===== src/include/osir_params.svh =====
// Register offsets, field positions and reset values of the sensor register map
`ifndef OSIR_PARAMS_SVH
`define OSIR_PARAMS_SVH
`define OSIR_A_FLAGS_MAIN 8'h00
`define OSIR_A_FLAGS_TEMP 8'h01
`define OSIR_A_MASK_MAIN 8'h02
`define OSIR_A_MASK_TEMP 8'h03
`define OSIR_A_QWR 8'h04
`define OSIR_A_LOST 8'h05
`define OSIR_A_QRD 8'h06
`define OSIR_A_QDATA 8'h07
`define OSIR_A_QSETUP 8'h08
`define OSIR_A_OPCTL 8'h09
`define OSIR_A_OXSETUP 8'h0a
`define OSIR_A_RSV0B 8'h0b
`define OSIR_A_EM1 8'h0c
`define OSIR_A_EM2 8'h0d
`define OSIR_A_EM3 8'h0e
`define OSIR_A_EM4 8'h0f
`define OSIR_A_SLOT12 8'h11
`define OSIR_A_SLOT34 8'h12
`define OSIR_A_RSVFF_LO 8'h13
`define OSIR_A_RSVFF_HI 8'h17
`define OSIR_A_TWHOLE 8'h1f
`define OSIR_A_CHIP_TEMP_FRAC 8'h20
`define OSIR_A_TCTL 8'h21
`define OSIR_A_REV 8'hfe
`define OSIR_A_PID 8'hff
`define OSIR_B_FULL 7
`define OSIR_B_SAMPLE 6
`define OSIR_B_AMBIENT 5
`define OSIR_B_POWER 0
`define OSIR_B_TEMP 1
`define OSIR_RST_ZERO 8'h00
`define OSIR_RST_RSVFF 8'hff
`endif


===== src/include/osir_pkg.sv =====
// Types shared by the sensor interrupt and register block
package osir_pkg;
  typedef struct packed {
    logic rd;
    logic wr;
    logic [7:0] addr;
    logic [7:0] wdata;
  } osir_bus_t;
  typedef struct packed {
    logic almost_full;
    logic new_sample;
    logic ambient_limit;
    logic power_up;
    logic temp_done;
  } osir_evt_t;
  typedef enum logic {OSIR_BOOT, OSIR_RUN} osir_phase_t;
endpackage


===== src/rtl/osir_regmap.sv =====
// Interrupt flags, masks and register file of the optical sensor
`timescale 1ns/1ps
`default_nettype none
`include "osir_params.svh"

////////////////////////////////////////////////////////////////////////////////
// Overview of operation
// - Interrupt pin held low until cleared
// - Almost-full flag bit 7 cleared by status-1 read
// - Sample-ready flag bit 6 on each new sample
// - Sample-ready cleared by status-1 or data read
// - Ambient overflow flag bit 5, status-1 read clears
// - Power-good flag bit 0 after power-up
// - Temperature-ready flag bit 1 of status 2
// - Temp flag cleared by status-2 or fraction read
// - Revision register returns fixed revision code
// - All sources maskable except power-good
// - Status read zeroes bits, releases pin if no other enabled or power-good flag is set
module osir_regmap import osir_pkg::*; #(
  parameter logic [7:0] REVISION_CODE = 8'h5a, // Arbitrary value
  parameter logic [7:0] PRODUCT_CODE = 8'ha5 // Arbitrary value
) (
  input wire logic clock,
  input wire logic arst_n,
  input wire osir_bus_t bus,
  input wire osir_evt_t evt,
  output logic [7:0] rdata,
  output logic irq_pin_o,
  output logic irq_pin_oe_n
);

  typedef struct packed {
    osir_phase_t phase;
    logic [7:0] flags_main;
    logic [7:0] flags_temp;
    logic [7:0] mask_main;
    logic [7:0] mask_temp;
    logic [7:0] qwr;
    logic [7:0] lost;
    logic [7:0] qrd;
    logic [7:0] qdata;
    logic [7:0] qsetup;
    logic [7:0] opctl;
    logic [7:0] oxsetup;
    logic [7:0] rsv0b;
    logic [7:0] em1;
    logic [7:0] em2;
    logic [7:0] em3;
    logic [7:0] em4;
    logic [7:0] slot12;
    logic [7:0] slot34;
    logic [7:0] tctl;
    logic [7:0] rdata;
    logic irq_oe_n;
  } osir_state_t;

  osir_state_t st_r;
  osir_state_t st_nxt;
  logic rd_main;
  logic rd_temp;
  logic rd_data;
  logic rd_frac;
  logic irq_want;

  ////////////////////////////////////////////////////////////////////////////
  // Read strobe aimed at one register
  function automatic logic read_at(input osir_bus_t b,
                                   input logic [7:0] a);
    return b.rd && b.addr == a;
  endfunction

  // Read strobes that clear flags
  assign rd_main = read_at(bus, `OSIR_A_FLAGS_MAIN);
  assign rd_temp = read_at(bus, `OSIR_A_FLAGS_TEMP);
  assign rd_data = read_at(bus, `OSIR_A_QDATA);
  assign rd_frac = read_at(bus, `OSIR_A_CHIP_TEMP_FRAC);

  // Register read mux
  function automatic logic [7:0] read_mux(input osir_state_t s,
                                          input logic [7:0] a);
    logic [7:0] v;
    v = `OSIR_RST_ZERO;
    case (a)
      `OSIR_A_FLAGS_MAIN: v = s.flags_main;
      `OSIR_A_FLAGS_TEMP: v = s.flags_temp;
      `OSIR_A_MASK_MAIN: v = s.mask_main;
      `OSIR_A_MASK_TEMP: v = s.mask_temp;
      `OSIR_A_QWR: v = s.qwr;
      `OSIR_A_LOST: v = s.lost;
      `OSIR_A_QRD: v = s.qrd;
      `OSIR_A_QDATA: v = s.qdata;
      `OSIR_A_QSETUP: v = s.qsetup;
      `OSIR_A_OPCTL: v = s.opctl;
      `OSIR_A_OXSETUP: v = s.oxsetup;
      `OSIR_A_RSV0B: v = s.rsv0b;
      `OSIR_A_EM1: v = s.em1;
      `OSIR_A_EM2: v = s.em2;
      `OSIR_A_EM3: v = s.em3;
      `OSIR_A_EM4: v = s.em4;
      `OSIR_A_SLOT12: v = s.slot12;
      `OSIR_A_SLOT34: v = s.slot34;
      `OSIR_A_TCTL: v = s.tctl;
      `OSIR_A_REV: v = REVISION_CODE;
      `OSIR_A_PID: v = PRODUCT_CODE;
      default: begin
        if (a >= `OSIR_A_RSVFF_LO && a <= `OSIR_A_RSVFF_HI) begin
          v = `OSIR_RST_RSVFF;
        end
      end
    endcase
    return v;
  endfunction

  ////////////////////////////////////////////////////////////////////////////
  // Next-state logic
  always_comb begin
    st_nxt = st_r;
    st_nxt.rdata = bus.rd ? read_mux(st_r, bus.addr) : st_r.rdata;
    // Status reads zero the whole register; new events win
    if (rd_main) begin
      st_nxt.flags_main = `OSIR_RST_ZERO;
    end
    if (rd_temp || rd_frac) begin
      st_nxt.flags_temp = `OSIR_RST_ZERO;
    end
    if (rd_data) begin
      st_nxt.flags_main[`OSIR_B_SAMPLE] = 1'b0;
    end
    if (evt.almost_full) begin
      st_nxt.flags_main[`OSIR_B_FULL] = 1'b1;
    end
    if (evt.new_sample) begin
      st_nxt.flags_main[`OSIR_B_SAMPLE] = 1'b1;
    end
    if (evt.ambient_limit) begin
      st_nxt.flags_main[`OSIR_B_AMBIENT] = 1'b1;
    end
    if (evt.temp_done) begin
      st_nxt.flags_temp[`OSIR_B_TEMP] = 1'b1;
    end
    // Power-good after reset release or a supply recovery
    if (st_r.phase == OSIR_BOOT || evt.power_up) begin
      st_nxt.flags_main[`OSIR_B_POWER] = 1'b1;
    end
    st_nxt.phase = OSIR_RUN;
    // Writable registers
    if (bus.wr) begin
      case (bus.addr)
        `OSIR_A_MASK_MAIN: st_nxt.mask_main = bus.wdata;
        `OSIR_A_MASK_TEMP: st_nxt.mask_temp = bus.wdata;
        `OSIR_A_QWR: st_nxt.qwr = bus.wdata;
        `OSIR_A_LOST: st_nxt.lost = bus.wdata;
        `OSIR_A_QRD: st_nxt.qrd = bus.wdata;
        `OSIR_A_QDATA: st_nxt.qdata = bus.wdata;
        `OSIR_A_QSETUP: st_nxt.qsetup = bus.wdata;
        `OSIR_A_OPCTL: st_nxt.opctl = bus.wdata;
        `OSIR_A_OXSETUP: st_nxt.oxsetup = bus.wdata;
        `OSIR_A_RSV0B: st_nxt.rsv0b = bus.wdata;
        `OSIR_A_EM1: st_nxt.em1 = bus.wdata;
        `OSIR_A_EM2: st_nxt.em2 = bus.wdata;
        `OSIR_A_EM3: st_nxt.em3 = bus.wdata;
        `OSIR_A_EM4: st_nxt.em4 = bus.wdata;
        `OSIR_A_SLOT12: st_nxt.slot12 = bus.wdata;
        `OSIR_A_SLOT34: st_nxt.slot34 = bus.wdata;
        `OSIR_A_TCTL: st_nxt.tctl = bus.wdata;
        default: st_nxt.tctl = st_nxt.tctl;
      endcase
    end
    // Sources enabled in the mask plus unmaskable power-good drive the pin
    irq_want = |(st_nxt.flags_main & st_nxt.mask_main
                 & ~(8'h01 << `OSIR_B_POWER))
               || |(st_nxt.flags_temp & st_nxt.mask_temp)
               || st_nxt.flags_main[`OSIR_B_POWER];
    st_nxt.irq_oe_n = ~irq_want;
  end

  ////////////////////////////////////////////////////////////////////////////
  // State register
  always_ff @(posedge clock or negedge arst_n) begin
    if (!arst_n) begin
      st_r <= '0;
      st_r.phase <= OSIR_BOOT;
      st_r.irq_oe_n <= 1'b1;
    end else begin
      st_r <= st_nxt;
    end
  end

  assign rdata = st_r.rdata;
  assign irq_pin_o = 1'b0; // Open drain: only ever pulls low
  assign irq_pin_oe_n = st_r.irq_oe_n;
endmodule
`default_nettype wire


===== config.mk =====
export PLATFORM = sky130hd
export DESIGN_NAME = osir_regmap
export DESIGN_NICKNAME = d
export VERILOG_FILES = /design/src/include/osir_pkg.sv /design/src/rtl/osir_regmap.sv
export VERILOG_INCLUDE_DIRS = /design/src /design/src/include
export SDC_FILE = /design/constraint.sdc
export NUM_CORES = 1
export LEC_CHECK = 0
export BUFFER_PORTS_ARGS = -buffer_cell sky130_fd_sc_hd__buf_2
export CAP_MARGIN = 20
export CORE_MARGIN = 1.5
export CORE_UTILIZATION = 41
export DETAILED_ROUTE_END_ITERATION = 16
export HOLD_SLACK_MARGIN = 0.03
export SETUP_SLACK_MARGIN = 0.05
export SLEW_MARGIN = 0
export SYNTH_ARGS = -nofsm -noshare
export SYNTH_HDL_FRONTEND = slang
export SYNTH_SLANG_ARGS = --single-unit

===== constraint.sdc =====
create_clock -name clock -period 2.3 [get_ports clock]
set_clock_uncertainty 0.1 [all_clocks]
set_input_delay 0.345 -clock clock [delete_from_list [all_inputs] [get_ports clock]]
set_output_delay 0.345 -clock clock [all_outputs]
set_load 0.1 [all_outputs]

==> reports/results.tsv, run 1 <==
stage	metric	value	unit
outcome	outcome	complete, no violations	
synth	netlist_area_pre_place	7430	um^2
global_route	grt_pass1_vias	5981	
clock_network	max-clock-path-buffers	2	
layout	fin_util	51.3	%
layout	antenna_fix_cells	0	
power_and_ir_drop	vdd_drop_max	0.546	mV
critical_path	reg2reg_to	rdata[4]$_DFFE_PN0P_	
die	rows	49	
critical_path	critPathRequiredTime	2.57	ns
drt	drt-total-wl	22.3	mm
synth	synth_area_per_cell	12.7	um^2
die	overall_die_height	138	um
power_and_ir_drop	p_leak	4.42	nW
critical_path	timing.rr.start	st_r[21]$_DFFE_PN0P_	
drt	drt_first_iter_violations	538	
placement	globalplace.congestion	0.926	
synth	synth_flop_cell	sky130_fd_sc_hd__dfrtp_1	
synth	synthDominantCellAreaShare	54.2	%
sta	report.final.hold_viol_count	0	
drt	via_per_inst	5.84	
drt	drt_pre_antenna_iters	5	
clock_network	numClockSinks	162	
sta	timing.final.max_slew_violations	0	
placement	portBuffers	33	
sta	timing_worst_slew_pin_value	0.649	ns
synth	ys_seq_elements	162	
layout	finalNetCount	741	
sta	unrepaired_setup_endpoints_after_global_routing	no	
sta	fmaxAchievable	462	MHz
run	cap_violations	0	
die	die-area	18900	um^2
sta	final_worst_path_cycle_share	94.1	%
layout	filler_cell_count	1572	
drt	antenna_left	0	
clock_network	numCtsBuffers	17	
synth	synthesis.yosys.warnings	0	
clock_network	cts.htree.levels	4	
clock_network	cts_tree	yes	
placement	pre_cts_ws	-0.325	ns
critical_path	timing.critical_path.from_type	primary input	
min_path	holdCritPathClass	primary input to flop	
drt	drc	0	
synth	synthDistinctLibCells	60	
synth	ys_seq_area_share	54.6	%
global_route	grt_first_pass_wirelength	34.5	mm
die	horizontal_die_dimension	138	um
drt	detailroute.via_count	5592	
die	io_pins	35	
global_route	track_usage	25.4	%
layout	synthToLayoutAreaGrowth	23.3	%
sta	finalWorstPathRequiredPeriod	2.16	ns
sta	setup_ws	0.136	ns
drt	post_drt_wl_per_cell	23.3	um
layout	layout.cells.most_common	sky130_fd_sc_hd__dfrtp_1	
layout	seq_area	4060	um^2
layout	multi_input_comb_area	3170	um^2
clock_network	worst_skew_pair.late_latency	0.43	ns
critical_path	worstSetupEndpoint	irq_pin_oe_n$_DFF_PN1_	
global_route	gr-total-overflow	0	
placement	detailed_place_hpwl	16.7	mm
critical_path	critPathArrivalTime	2.43	ns
die	initial_utilization	41.6	%
critical_path	critPathMaxFanout	6	
synth	synth-async-reset-ratio	100	%
sta	whs	0.0721	ns
synth	synth_area_leaders	sky130_fd_sc_hd__dfrtp_1, sky130_fd_sc_hd__mux2_2, sky130_fd_sc_hd__a22oi_1	
critical_path	rrSetupSlack	0.18	ns
die	core_region_area	17800	um^2
critical_path	r2r.worst_path.cells	6	
clock_network	clk_pin_slew_worst_paths	0.06	ns
synth	mappedNetlistNets	610	
global_route	initial_antenna_violation_count	0	
global_route	maximum_number_of_pins_on_one_net_before_global_route_repair	57	
critical_path	critical_path.startpoint	bus[14]	
clock_network	clockRootBuffer	sky130_fd_sc_hd__clkbuf_16	
sta	finalSetupViolations	0	
synth	synth.largest_area_cell	sky130_fd_sc_hd__dfrtp_1	
critical_path	worstSetupEndpointType	flop	
layout	mostFrequentLayoutCells	sky130_fd_sc_hd__dfrtp_1, sky130_fd_sc_hd__mux2_2, sky130_fd_sc_hd__buf_4	
power_and_ir_drop	power_per_cell_area	681	nW/um^2
sta	maxSlewHeadroom	55.6	%
synth	synthCells	585	
critical_path	critPathKind	primary input to flop	
synth	synth_enable_flop_cells	0	
layout	drive_gt1_share	45.0	%
-- worst min-delay path by stage --
| stage | start | end | slack, ns | cells after the start |
|---|---|---|---|---|
| finish | evt[4] | st_r[160]$_DFF_PN0_ | 0.07 | 2 |
| global route | evt[4] | st_r[160]$_DFF_PN0_ | 0.06 | 2 |
| CTS | evt[4] | st_r[160]$_DFF_PN0_ | 0.05 | 2 |
| detailed placement | arst_n | st_r[41]$_DFFE_PN0P_ | 0.24 | 1 |
| global placement | arst_n | st_r[58]$_DFFE_PN0P_ | 0.25 | 1 |
| floorplan | arst_n | async pin | -0.05 | 0 |
-- cells in the mapped netlist (7+ instances only) --
cell,number
sky130_fd_sc_hd__buf_4,9
sky130_fd_sc_hd__buf_2,7
sky130_fd_sc_hd__o21ai_0,18
sky130_fd_sc_hd__a21oi_1,10
sky130_fd_sc_hd__a221oi_1,7
sky130_fd_sc_hd__nand2_1,41
sky130_fd_sc_hd__a22o_1,7
sky130_fd_sc_hd__and2_1,9
sky130_fd_sc_hd__clkbuf_1,15
sky130_fd_sc_hd__mux2_2,122
sky130_fd_sc_hd__a22oi_1,26
sky130_fd_sc_hd__a222oi_1,12
sky130_fd_sc_hd__nor2_1,17
sky130_fd_sc_hd__nor3_1,8
sky130_fd_sc_hd__nand3_1,8
sky130_fd_sc_hd__dfrtp_1,161
-- stage by stage --
step | power (mW) | TNS, ns | cells | area [um^2]
2_1_floorplan | 3.41 | 0 | 585 | 7430
3_3_place_gp | 3.67 | -11.72 | 924 | 8600
3_5_place_dp | 3.68 | -12.61 | 924 | 8600
4_1_cts | 6.29 | 0 | 958 | 9160
5_1_grt | 6.46 | 0 | 958 | 9160
6_report | 6.24 | 0 | 958 | 9160
-- flip-flops by register name (all words and copies together) (netlist names), named ones only --
signal	count
st_r	152
rdata	8
irq_pin_oe_n	1
-- cell families (layout without fill, tap and decap cells) --
group | after synthesis | after routing | synth area share (%)
compound gates | 110 | 110 | 11.0
simple gates | 135 | 135 | 11.0
buf+inv | 41 | 185 | 2.85
flops | 162 | 162 | 54.6
mux | 134 | 134 | 20.4
xor+xnor | 1 | 1 | 0.118
other cells | 2 | 2 | 0.101
-- repair_timing --
action	4_1_cts	5_1_grt
hold buffers	2	0
endpoints found under the setup margin	0	1
hold endpoints to repair	53	0
resized for setup	0	1
buffers inserted	0	0
-- layout make-up --
class	instances	share of cell area (%)
clock inverters	13	1.11
repair buffers	147	12.0
multi-input cells	382	34.6
clock buffers	19	4.73
inverters	6	0.246
flip-flops and latches	162	44.3
well taps	229	3.13
-- metal layers --
layer	share of wire [%]	GRT usage, %	up-vias	wire (um)
met2	47	40.3	200	10500
li1	-	-	2446	-
met4	3.6	11.2	0	793
met5	0	0	-	0
met3	6.5	6.36	43	1460
met1	43	33.0	2903	9570
-- power by group --
group / internal (mW) / leakage [nW] / switching (mW) / total (mW)
registers: 2.98 / 2.19 / 0.0779 / 3.06
clock network: 1.40 / 0.256 / 1.21 / 2.60
logic: 0.214 / 1.97 / 0.367 / 0.581
total: 4.59 / 4.42 / 1.65 / 6.24
-- worst max-delay path, cell delays in order --
cell and delay, ns:
sky130_fd_sc_hd__buf_2 0.12, sky130_fd_sc_hd__nor4_2 0.49, sky130_fd_sc_hd__and4_1 0.37, sky130_fd_sc_hd__buf_4 0.20
sky130_fd_sc_hd__mux2_2 0.35, sky130_fd_sc_hd__o31ai_1 0.10, sky130_fd_sc_hd__and4_1 0.24, sky130_fd_sc_hd__and4b_1 0.20
(Power assumes the default switching activity.)
==> run 2, diff against run 1 <==
Settings changed: CORE_MARGIN 1.5 to 2.
Clock period 2.3 ns to 2.74 ns, I/O delays scaled along.
==> run 2 against run 1 <==
  * Register-to-register slack better by 0.20 ns
  * Non-clock buffer count down 49
  * Final cell count is 5.3% lower
  * Count of clock-buffer cells in the layout increased by 2
  * Flip-flop and latch count unchanged
  * Worst hold slack better by 0.023 ns
  * Sequential power decreased by 16%
  * Critical path type unchanged
  * Largest cell class unchanged
  * Largest power group unchanged
==> reports/results.tsv, run 2 (synthesized netlist as in run 1, its figures left out) <==
stage	metric	value	unit	change
layout	synthToLayoutAreaGrowth	18.7	%	
critical_path	timing.critical_path.from_type	primary input		
placement	pre_cts_ws	-0.198	ns	+0.127 ns
global_route	grt_pass1_vias	5535		-7.5%
critical_path	worstSetupEndpointType	flop		
min_path	holdCritPathClass	primary input to flop		
drt	drc	0		unchanged
sta	setup_ws	0.101	ns	-0.0349 ns
min_path	hold-path-cell-count	2		unchanged
placement	globalplace.congestion	0.927		about the same
global_route	maximum_number_of_pins_on_one_net_before_global_route_repair	70		+23%
die	rows	49		unchanged
layout	drive_gt1_share	40.7	%	-4.3 points
sta	report.final.hold_viol_count	0		unchanged
layout	antenna_fix_cells	0		unchanged
layout	max_flop_register	st_r		
global_route	gr-total-overflow	0		unchanged
clock_network	post_cts.repair.setup_buffers	0		unchanged
die	horizontal_die_dimension	139	um	+0.73%
placement	detailed_place_hpwl	16.5	mm	-1.2%
drt	drt-total-wl	22.8	mm	+2.2%
layout	mostFrequentLayoutCells	sky130_fd_sc_hd__dfrtp_1, sky130_fd_sc_hd__mux2_2, sky130_fd_sc_hd__buf_4		
sta	timing_worst_slew_pin_value	1.02	ns	+0.373 ns
power_and_ir_drop	power_per_cell_area	619	nW/um^2	-9.2%
sta	whs	0.0954	ns	+0.0233 ns
run	cap_violations	0		unchanged
global_route	grt_first_pass_wirelength	35.1	mm	+1.7%
sta	timing.final.max_slew_violations	0		unchanged
sta	finalSetupViolations	0		unchanged
power_and_ir_drop	pwr-share-clk	44.2	%	+2.5 points
layout	largest_register_ffs	152		unchanged
global_route	initial_antenna_violation_count	0		unchanged
sta	maxSlewHeadroom	30.1	%	-26 points
critical_path	critPathKind	primary input to flop		
critical_path	critPathMaxFanout	7		+1
power_and_ir_drop	power_frac_comb	8.7	%	-0.6 points
clock_network	worst_skew_pair.late_latency	0.42	ns	about the same
critical_path	critPathArrivalTime	2.80	ns	+0.37 ns
clock_network	numClockSinks	162		unchanged
outcome	outcome	complete, no violations		
die	overall_die_height	139	um	+0.73%
power_and_ir_drop	power_switching	1.32	mW	-20%
sta	finalWorstPathRequiredPeriod	2.64	ns	
drt	post_drt_wl_per_cell	25.2	um	+7.9%
sta	unrepaired_setup_endpoints_after_global_routing	no		
die	die-area	19200	um^2	+1.5%
clock_network	cts_tree	yes		
critical_path	r2r.worst_path.cells	6		unchanged
layout	layout.cells.most_common	sky130_fd_sc_hd__dfrtp_1		
sta	fmaxAchievable	379	MHz	
drt	drt_pre_antenna_iters	6		+1
clock_network	cts.htree.levels	4		unchanged
critical_path	critPathRequiredTime	2.90	ns	+0.33 ns
power_and_ir_drop	p_leak	4.20	nW	-4.9%
power_and_ir_drop	vdd_drop_max	0.699	mV	+28%
power_and_ir_drop	power.sequential.fraction	47.1	%	-1.9 points
power_and_ir_drop	sw_frac_of_total	24.2	%	-2.3 points
clock_network	numCtsBuffers	17		unchanged
die	core_region_area	17800	um^2	unchanged
drt	antenna_left	0		unchanged
placement	portBuffers	33		unchanged
power_and_ir_drop	p_int	4.13	mW	-9.9%
global_route	track_usage	24.4	%	-1.0 points
clock_network	max-clock-path-buffers	2		unchanged
sta	final_worst_path_cycle_share	96.3	%	
clock_network	clockRootBuffer	sky130_fd_sc_hd__clkbuf_16		
drt	drt_first_iter_violations	680		+26%
drt	detailroute.via_count	5393		-3.6%
layout	finalNetCount	692		-6.6%
drt	via_per_inst	5.95		+1.9%
die	initial_utilization	41.6	%	unchanged
clock_network	clk_pin_slew_worst_paths	0.06	ns	about the same
die	io_pins	35		unchanged
run 2: changes by cell type in the layout (fill, tap and decap cells not counted), moves of 2 or more:
| cell | change |
|---|---|
| sky130_fd_sc_hd__buf_12 | -2 |
| sky130_fd_sc_hd__buf_4 | -46 |
| sky130_fd_sc_hd__bufinv_16 | +3 |
| sky130_fd_sc_hd__clkbuf_8 | +2 |
| sky130_fd_sc_hd__clkinv_2 | -2 |
| sky130_fd_sc_hd__clkinv_4 | -2 |
| sky130_fd_sc_hd__clkinvlp_4 | +2 |
| sky130_fd_sc_hd__inv_6 | -4 |
run 2: per-layer routing:
layer	part of all wire (%)	vias to the layer above	GRT usage, %
li1	-	2350	-
met1	44	2817	34.3
met2	48	193	38.9
met3	6.0	33	5.28
met4	1.8	0	6.12
met5	0	-	0
run 2: area by class of cell:
| class | count | area (um^2) |
|---|---|---|
| inverters | 6 | 22.5 |
| well taps | 229 | 287 |
| clock buffers | 21 | 460 |
| clock inverters | 9 | 133 |
| multi-input cells | 382 | 3160 |
| repair buffers | 98 | 699 |
| fillers | 1576 | 9020 |
| flip-flops and latches | 162 | 4060 |
run 2: final timing paths:
check                                      startpoint                      to  slack [ns]
worst min register to register  st_r[125]$_DFFE_PN0P_   st_r[125]$_DFFE_PN0P_        0.38
min in group asynchronous                      arst_n    st_r[99]$_DFFE_PN0P_        0.48
worst min-delay path                           evt[2]     st_r[158]$_DFF_PN0_         0.1
worst max register to register   st_r[29]$_DFFE_PN0P_    rdata[4]$_DFFE_PN0P_        0.38
worst max-delay path                          bus[11]    rdata[1]$_DFFE_PN0P_        0.10
max in group asynchronous                      arst_n  irq_pin_oe_n$_DFF_PN1_        1.33
run 2: worst max-delay path: stages:
cell	delay, ns
sky130_fd_sc_hd__buf_2	0.13
sky130_fd_sc_hd__buf_4	0.13
sky130_fd_sc_hd__nand2b_1	0.33
sky130_fd_sc_hd__nor3_2	0.14
sky130_fd_sc_hd__a22oi_1	0.48
sky130_fd_sc_hd__nand3_1	0.14
sky130_fd_sc_hd__a2111oi_0	0.82
sky130_fd_sc_hd__a31oi_1	0.20
run 2: through the flow:
stage,power (mW),cells,area (um^2),util [%],TNS [ns]
4_1_cts,5.48,907,8820,49.4,0
2_1_floorplan,2.87,585,7430,-,0
5_1_grt,5.65,907,8820,49.4,0
3_3_place_gp,3.07,876,8210,46.0,-0.503
6_report,5.45,907,8820,49.4,0
3_5_place_dp,3.08,876,8210,46.0,-0.602
run 2: what timing repair did:
| item | in CTS | in global routing |
|---|---|---|
| hold buffers | 1 | 0 |
| endpoints found under the hold margin | 66 | 0 |
| resized for setup | 0 | 0 |
| setup endpoints to repair | 0 | 0 |
run 2: power by group through the flow:
stage | Sequential [mW] | Combinational [mW] | Clock [mW]
after detailed placement | 2.61 | 0.472 | 0
final | 2.57 | 0.473 | 2.41
after global placement | 2.61 | 0.462 | 0
after global routing | 2.58 | 0.508 | 2.57
after floorplan | 2.58 | 0.285 | 0
after CTS | 2.57 | 0.476 | 2.44
==> run 3, diff against run 2 <==
--- a/config.mk
+++ b/config.mk
@@ -12,4 +12,5 @@
 export CORE_UTILIZATION = 41
 export DETAILED_ROUTE_END_ITERATION = 16
+export GPL_TIMING_DRIVEN = 0
 export HOLD_SLACK_MARGIN = 0.03
 export SETUP_SLACK_MARGIN = 0.05
==> constraint.sdc (replaced) <==
create_clock -name clock -period 2.74 [get_ports clock]
set_clock_uncertainty 0.1 [all_clocks]
set_input_delay 0.548 -clock clock [delete_from_list [all_inputs] [get_ports clock]]
set_output_delay 0.548 -clock clock [all_outputs]
set_load 0.1 [all_outputs]
==> run 3 against run 2 <==
  * Worst hold slack improved by 0.12 ns
  * Global-route usage fell by 1.3 points
  * First-iteration DRC count is 9.9% lower
  * Non-clock buffer count down 31
  * Core utilization shrank 1.4 points
  * Die area unchanged
  * Maximum frequency decreased by 0.56%
  * Clock power increased by 4%
  * Count of clock-buffer cells in the layout is the same
  * Worst setup slack lost 0.015 ns
  * Sequential share of layout area grew 1.4 points
  * Flip-flop and latch count stayed put
  * Highest routed layer unchanged
==> reports/results.tsv, run 3 (synthesized netlist as in run 1, its figures left out) <==
stage	metric	value	unit	change
layout	max_flop_register	st_r		
die	initial_utilization	41.6	%	unchanged
layout	mostFrequentLayoutCells	sky130_fd_sc_hd__dfrtp_1, sky130_fd_sc_hd__mux2_2, sky130_fd_sc_hd__nand2_1		
clock_network	cts.htree.levels	4		unchanged
drt	drt_first_iter_violations	613		-9.9%
sta	maxSlewHeadroom	43.3	%	+13 points
layout	antenna_fix_cells	0		unchanged
global_route	maximum_number_of_pins_on_one_net_before_global_route_repair	88		+26%
drt	drt-total-wl	21.7	mm	-4.8%
global_route	track_usage	23.1	%	-1.3 points
placement	pre_cts_ws	-0.604	ns	-0.406 ns
critical_path	reg2reg_to	rdata[0]$_DFFE_PN0P_		
layout	multi_input_comb_area	3180	um^2	+0.75%
layout	finalNetCount	661		-4.5%
critical_path	critPathKind	primary input to flop		
critical_path	timing.rr.start	st_r[33]$_DFFE_PN0P_		
layout	fin_util	48.0	%	-1.4 points
clock_network	max-clock-path-buffers	2		unchanged
clock_network	cts_tree	yes		
drt	detailroute.via_count	5276		-2.2%
min_path	hold_path_startpoint	evt[2]		
die	horizontal_die_dimension	139	um	unchanged
placement	detailed_place_hpwl	15.2	mm	-7.8%
drt	post_drt_wl_per_cell	24.7	um	-1.7%
global_route	gr-total-overflow	0		unchanged
sta	report.final.hold_viol_count	0		unchanged
power_and_ir_drop	vdd_drop_max	0.507	mV	-28%
die	overall_die_height	139	um	unchanged
drt	drc	0		unchanged
power_and_ir_drop	overall_power_of_the_completed_layout	5.53	mW	+1.4%
sta	unrepaired_setup_endpoints_after_global_routing	yes		
min_path	hold-path-cell-count	2		unchanged
global_route	initial_antenna_violation_count	0		unchanged
power_and_ir_drop	power_per_cell_area	646	nW/um^2	+4.4%
sta	setup_ws	0.0858	ns	-0.0149 ns
clock_network	numCtsBuffers	17		unchanged
min_path	holdCritPathClass	primary input to flop		
clock_network	numClockSinks	162		unchanged
layout	seq_area	4060	um^2	unchanged
drt	drt_pre_antenna_iters	8		+2
sta	timing.final.max_slew_violations	0		unchanged
sta	timing_worst_slew_pin_value	0.850	ns	-0.172 ns
layout	synthToLayoutAreaGrowth	15.3	%	
placement	portBuffers	31		-6.1%
critical_path	critPathMaxFanout	10		+3
outcome	outcome	complete, no violations		
drt	via_per_inst	6.01		+1.1%
sta	finalWorstPathRequiredPeriod	2.65	ns	+0.0149 ns
placement	globalplace.congestion	0.945		+2.0%
critical_path	r2r.worst_path.cells	6		unchanged
run	cap_violations	0		unchanged
layout	drive_gt1_share	37.0	%	-3.7 points
global_route	grt_pass1_vias	5418		-2.1%
critical_path	critPathRequiredTime	2.95	ns	+0.05 ns
critical_path	worstSetupEndpointType	flop		
critical_path	timing.critical_path.from_type	primary input		
layout	filler_cell_count	1595		+1.2%
sta	final_worst_path_cycle_share	96.9	%	+0.54 points
sta	finalSetupViolations	0		unchanged
power_and_ir_drop	p_leak	4.02	nW	-4.4%
global_route	grt_first_pass_wirelength	33.2	mm	-5.2%
die	rows	49		unchanged
drt	antenna_left	0		unchanged
layout	layout.cells.most_common	sky130_fd_sc_hd__dfrtp_1		
die	core_region_area	17800	um^2	unchanged
die	die-area	19200	um^2	unchanged
critical_path	critPathArrivalTime	2.87	ns	+0.07 ns
critical_path	rrSetupSlack	0.63	ns	+0.25 ns
sta	totalNegativeSetupSlack	0	ns	unchanged
sta	fmaxAchievable	377	MHz	-0.56%
layout	largest_register_ffs	152		unchanged
clock_network	clockRootBuffer	sky130_fd_sc_hd__clkbuf_16		
die	io_pins	35		unchanged
clock_network	clk_pin_slew_worst_paths	0.06	ns	about the same
clock_network	worst_skew_pair.late_latency	0.43	ns	about the same
min_path	whs_endpoint	st_r[158]$_DFF_PN0_		
-- run 3: cell count changes in the layout (fill, tap and decap cells not counted), moves of 2 or more --
cell                         delta
sky130_fd_sc_hd__clkinvlp_4     -2
sky130_fd_sc_hd__a2111oi_0      -2
sky130_fd_sc_hd__clkbuf_1      +13
sky130_fd_sc_hd__buf_4         -52
sky130_fd_sc_hd__buf_12         -3
sky130_fd_sc_hd__clkinv_4       +3
sky130_fd_sc_hd__buf_2          +4
-- run 3: repair_timing --
action / 4_1_cts / 5_1_grt
hold buffers: 1 / 0
setup endpoints to repair: 2 / 23
gates resized for setup: 3 / 8
endpoints found under the hold margin: 65 / 0
pin swaps: 1 / 1
buffers inserted: 0 / 0
-- run 3: report_power, final --
group | leakage [nW] | switching, mW | internal (mW)
Combinational | 1.53 | 0.308 | 0.152
Clock | 0.296 | 1.00 | 1.51
Sequential | 2.19 | 0.0587 | 2.50
Total | 4.02 | 1.37 | 4.16
-- run 3: area by class of cell --
class | instances | area share, %
inverter | 6 | 0.263
clock buffer | 21 | 5.49
tap | 229 | 3.35
sequential | 162 | 47.4
multi-input combinational | 382 | 37.2
clock inverter | 11 | 1.78
buffer | 34 | 2.21
timing repair buffer | 33 | 2.37
-- run 3: worst max-delay path by stage --
stage | startpoint | to
global route | bus[14] | rdata[7]$_DFFE_PN0P_
floorplan | bus[9] | irq_pin_oe_n$_DFF_PN1_
CTS | bus[8] | rdata[7]$_DFFE_PN0P_
detailed placement | bus[8] | rdata[4]$_DFFE_PN0P_
global placement | arst_n | st_r[28]$_DFFE_PN0P_
finish | bus[14] | st_r[91]$_DFFE_PN0P_
-- run 3: per-stage QoR --
| step | hold WS (ns) | cell area (um^2) | instances |
|---|---|---|---|
| after global placement | 0.356 | 7870 | 845 |
| after detailed placement | 0.370 | 7910 | 846 |
| after floorplan | 0.152 | 7430 | 585 |
| after global routing | 0.233 | 8560 | 878 |
| final | 0.220 | 8560 | 878 |
| after CTS | 0.212 | 8550 | 879 |
-- run 3: layer usage --
layer / track usage [%] / wire, um / part of all wire, % / up-vias
li1: - / - / - / 2295
met1: 31.9 / 9620 / 44 / 2723
met2: 35.9 / 10100 / 46 / 218
met3: 5.25 / 1430 / 6.6 / 40
met4: 8.27 / 627 / 2.9 / 0
met5: 0 / 0 / 0 / -
-- run 3: worst max-delay path, cell delays in order --
cell	delay, ns
sky130_fd_sc_hd__buf_2	0.13
sky130_fd_sc_hd__or4_4	0.58
sky130_fd_sc_hd__buf_6	0.18
sky130_fd_sc_hd__nor4_4	0.69
sky130_fd_sc_hd__nand2_2	0.36
sky130_fd_sc_hd__mux2_2	0.36
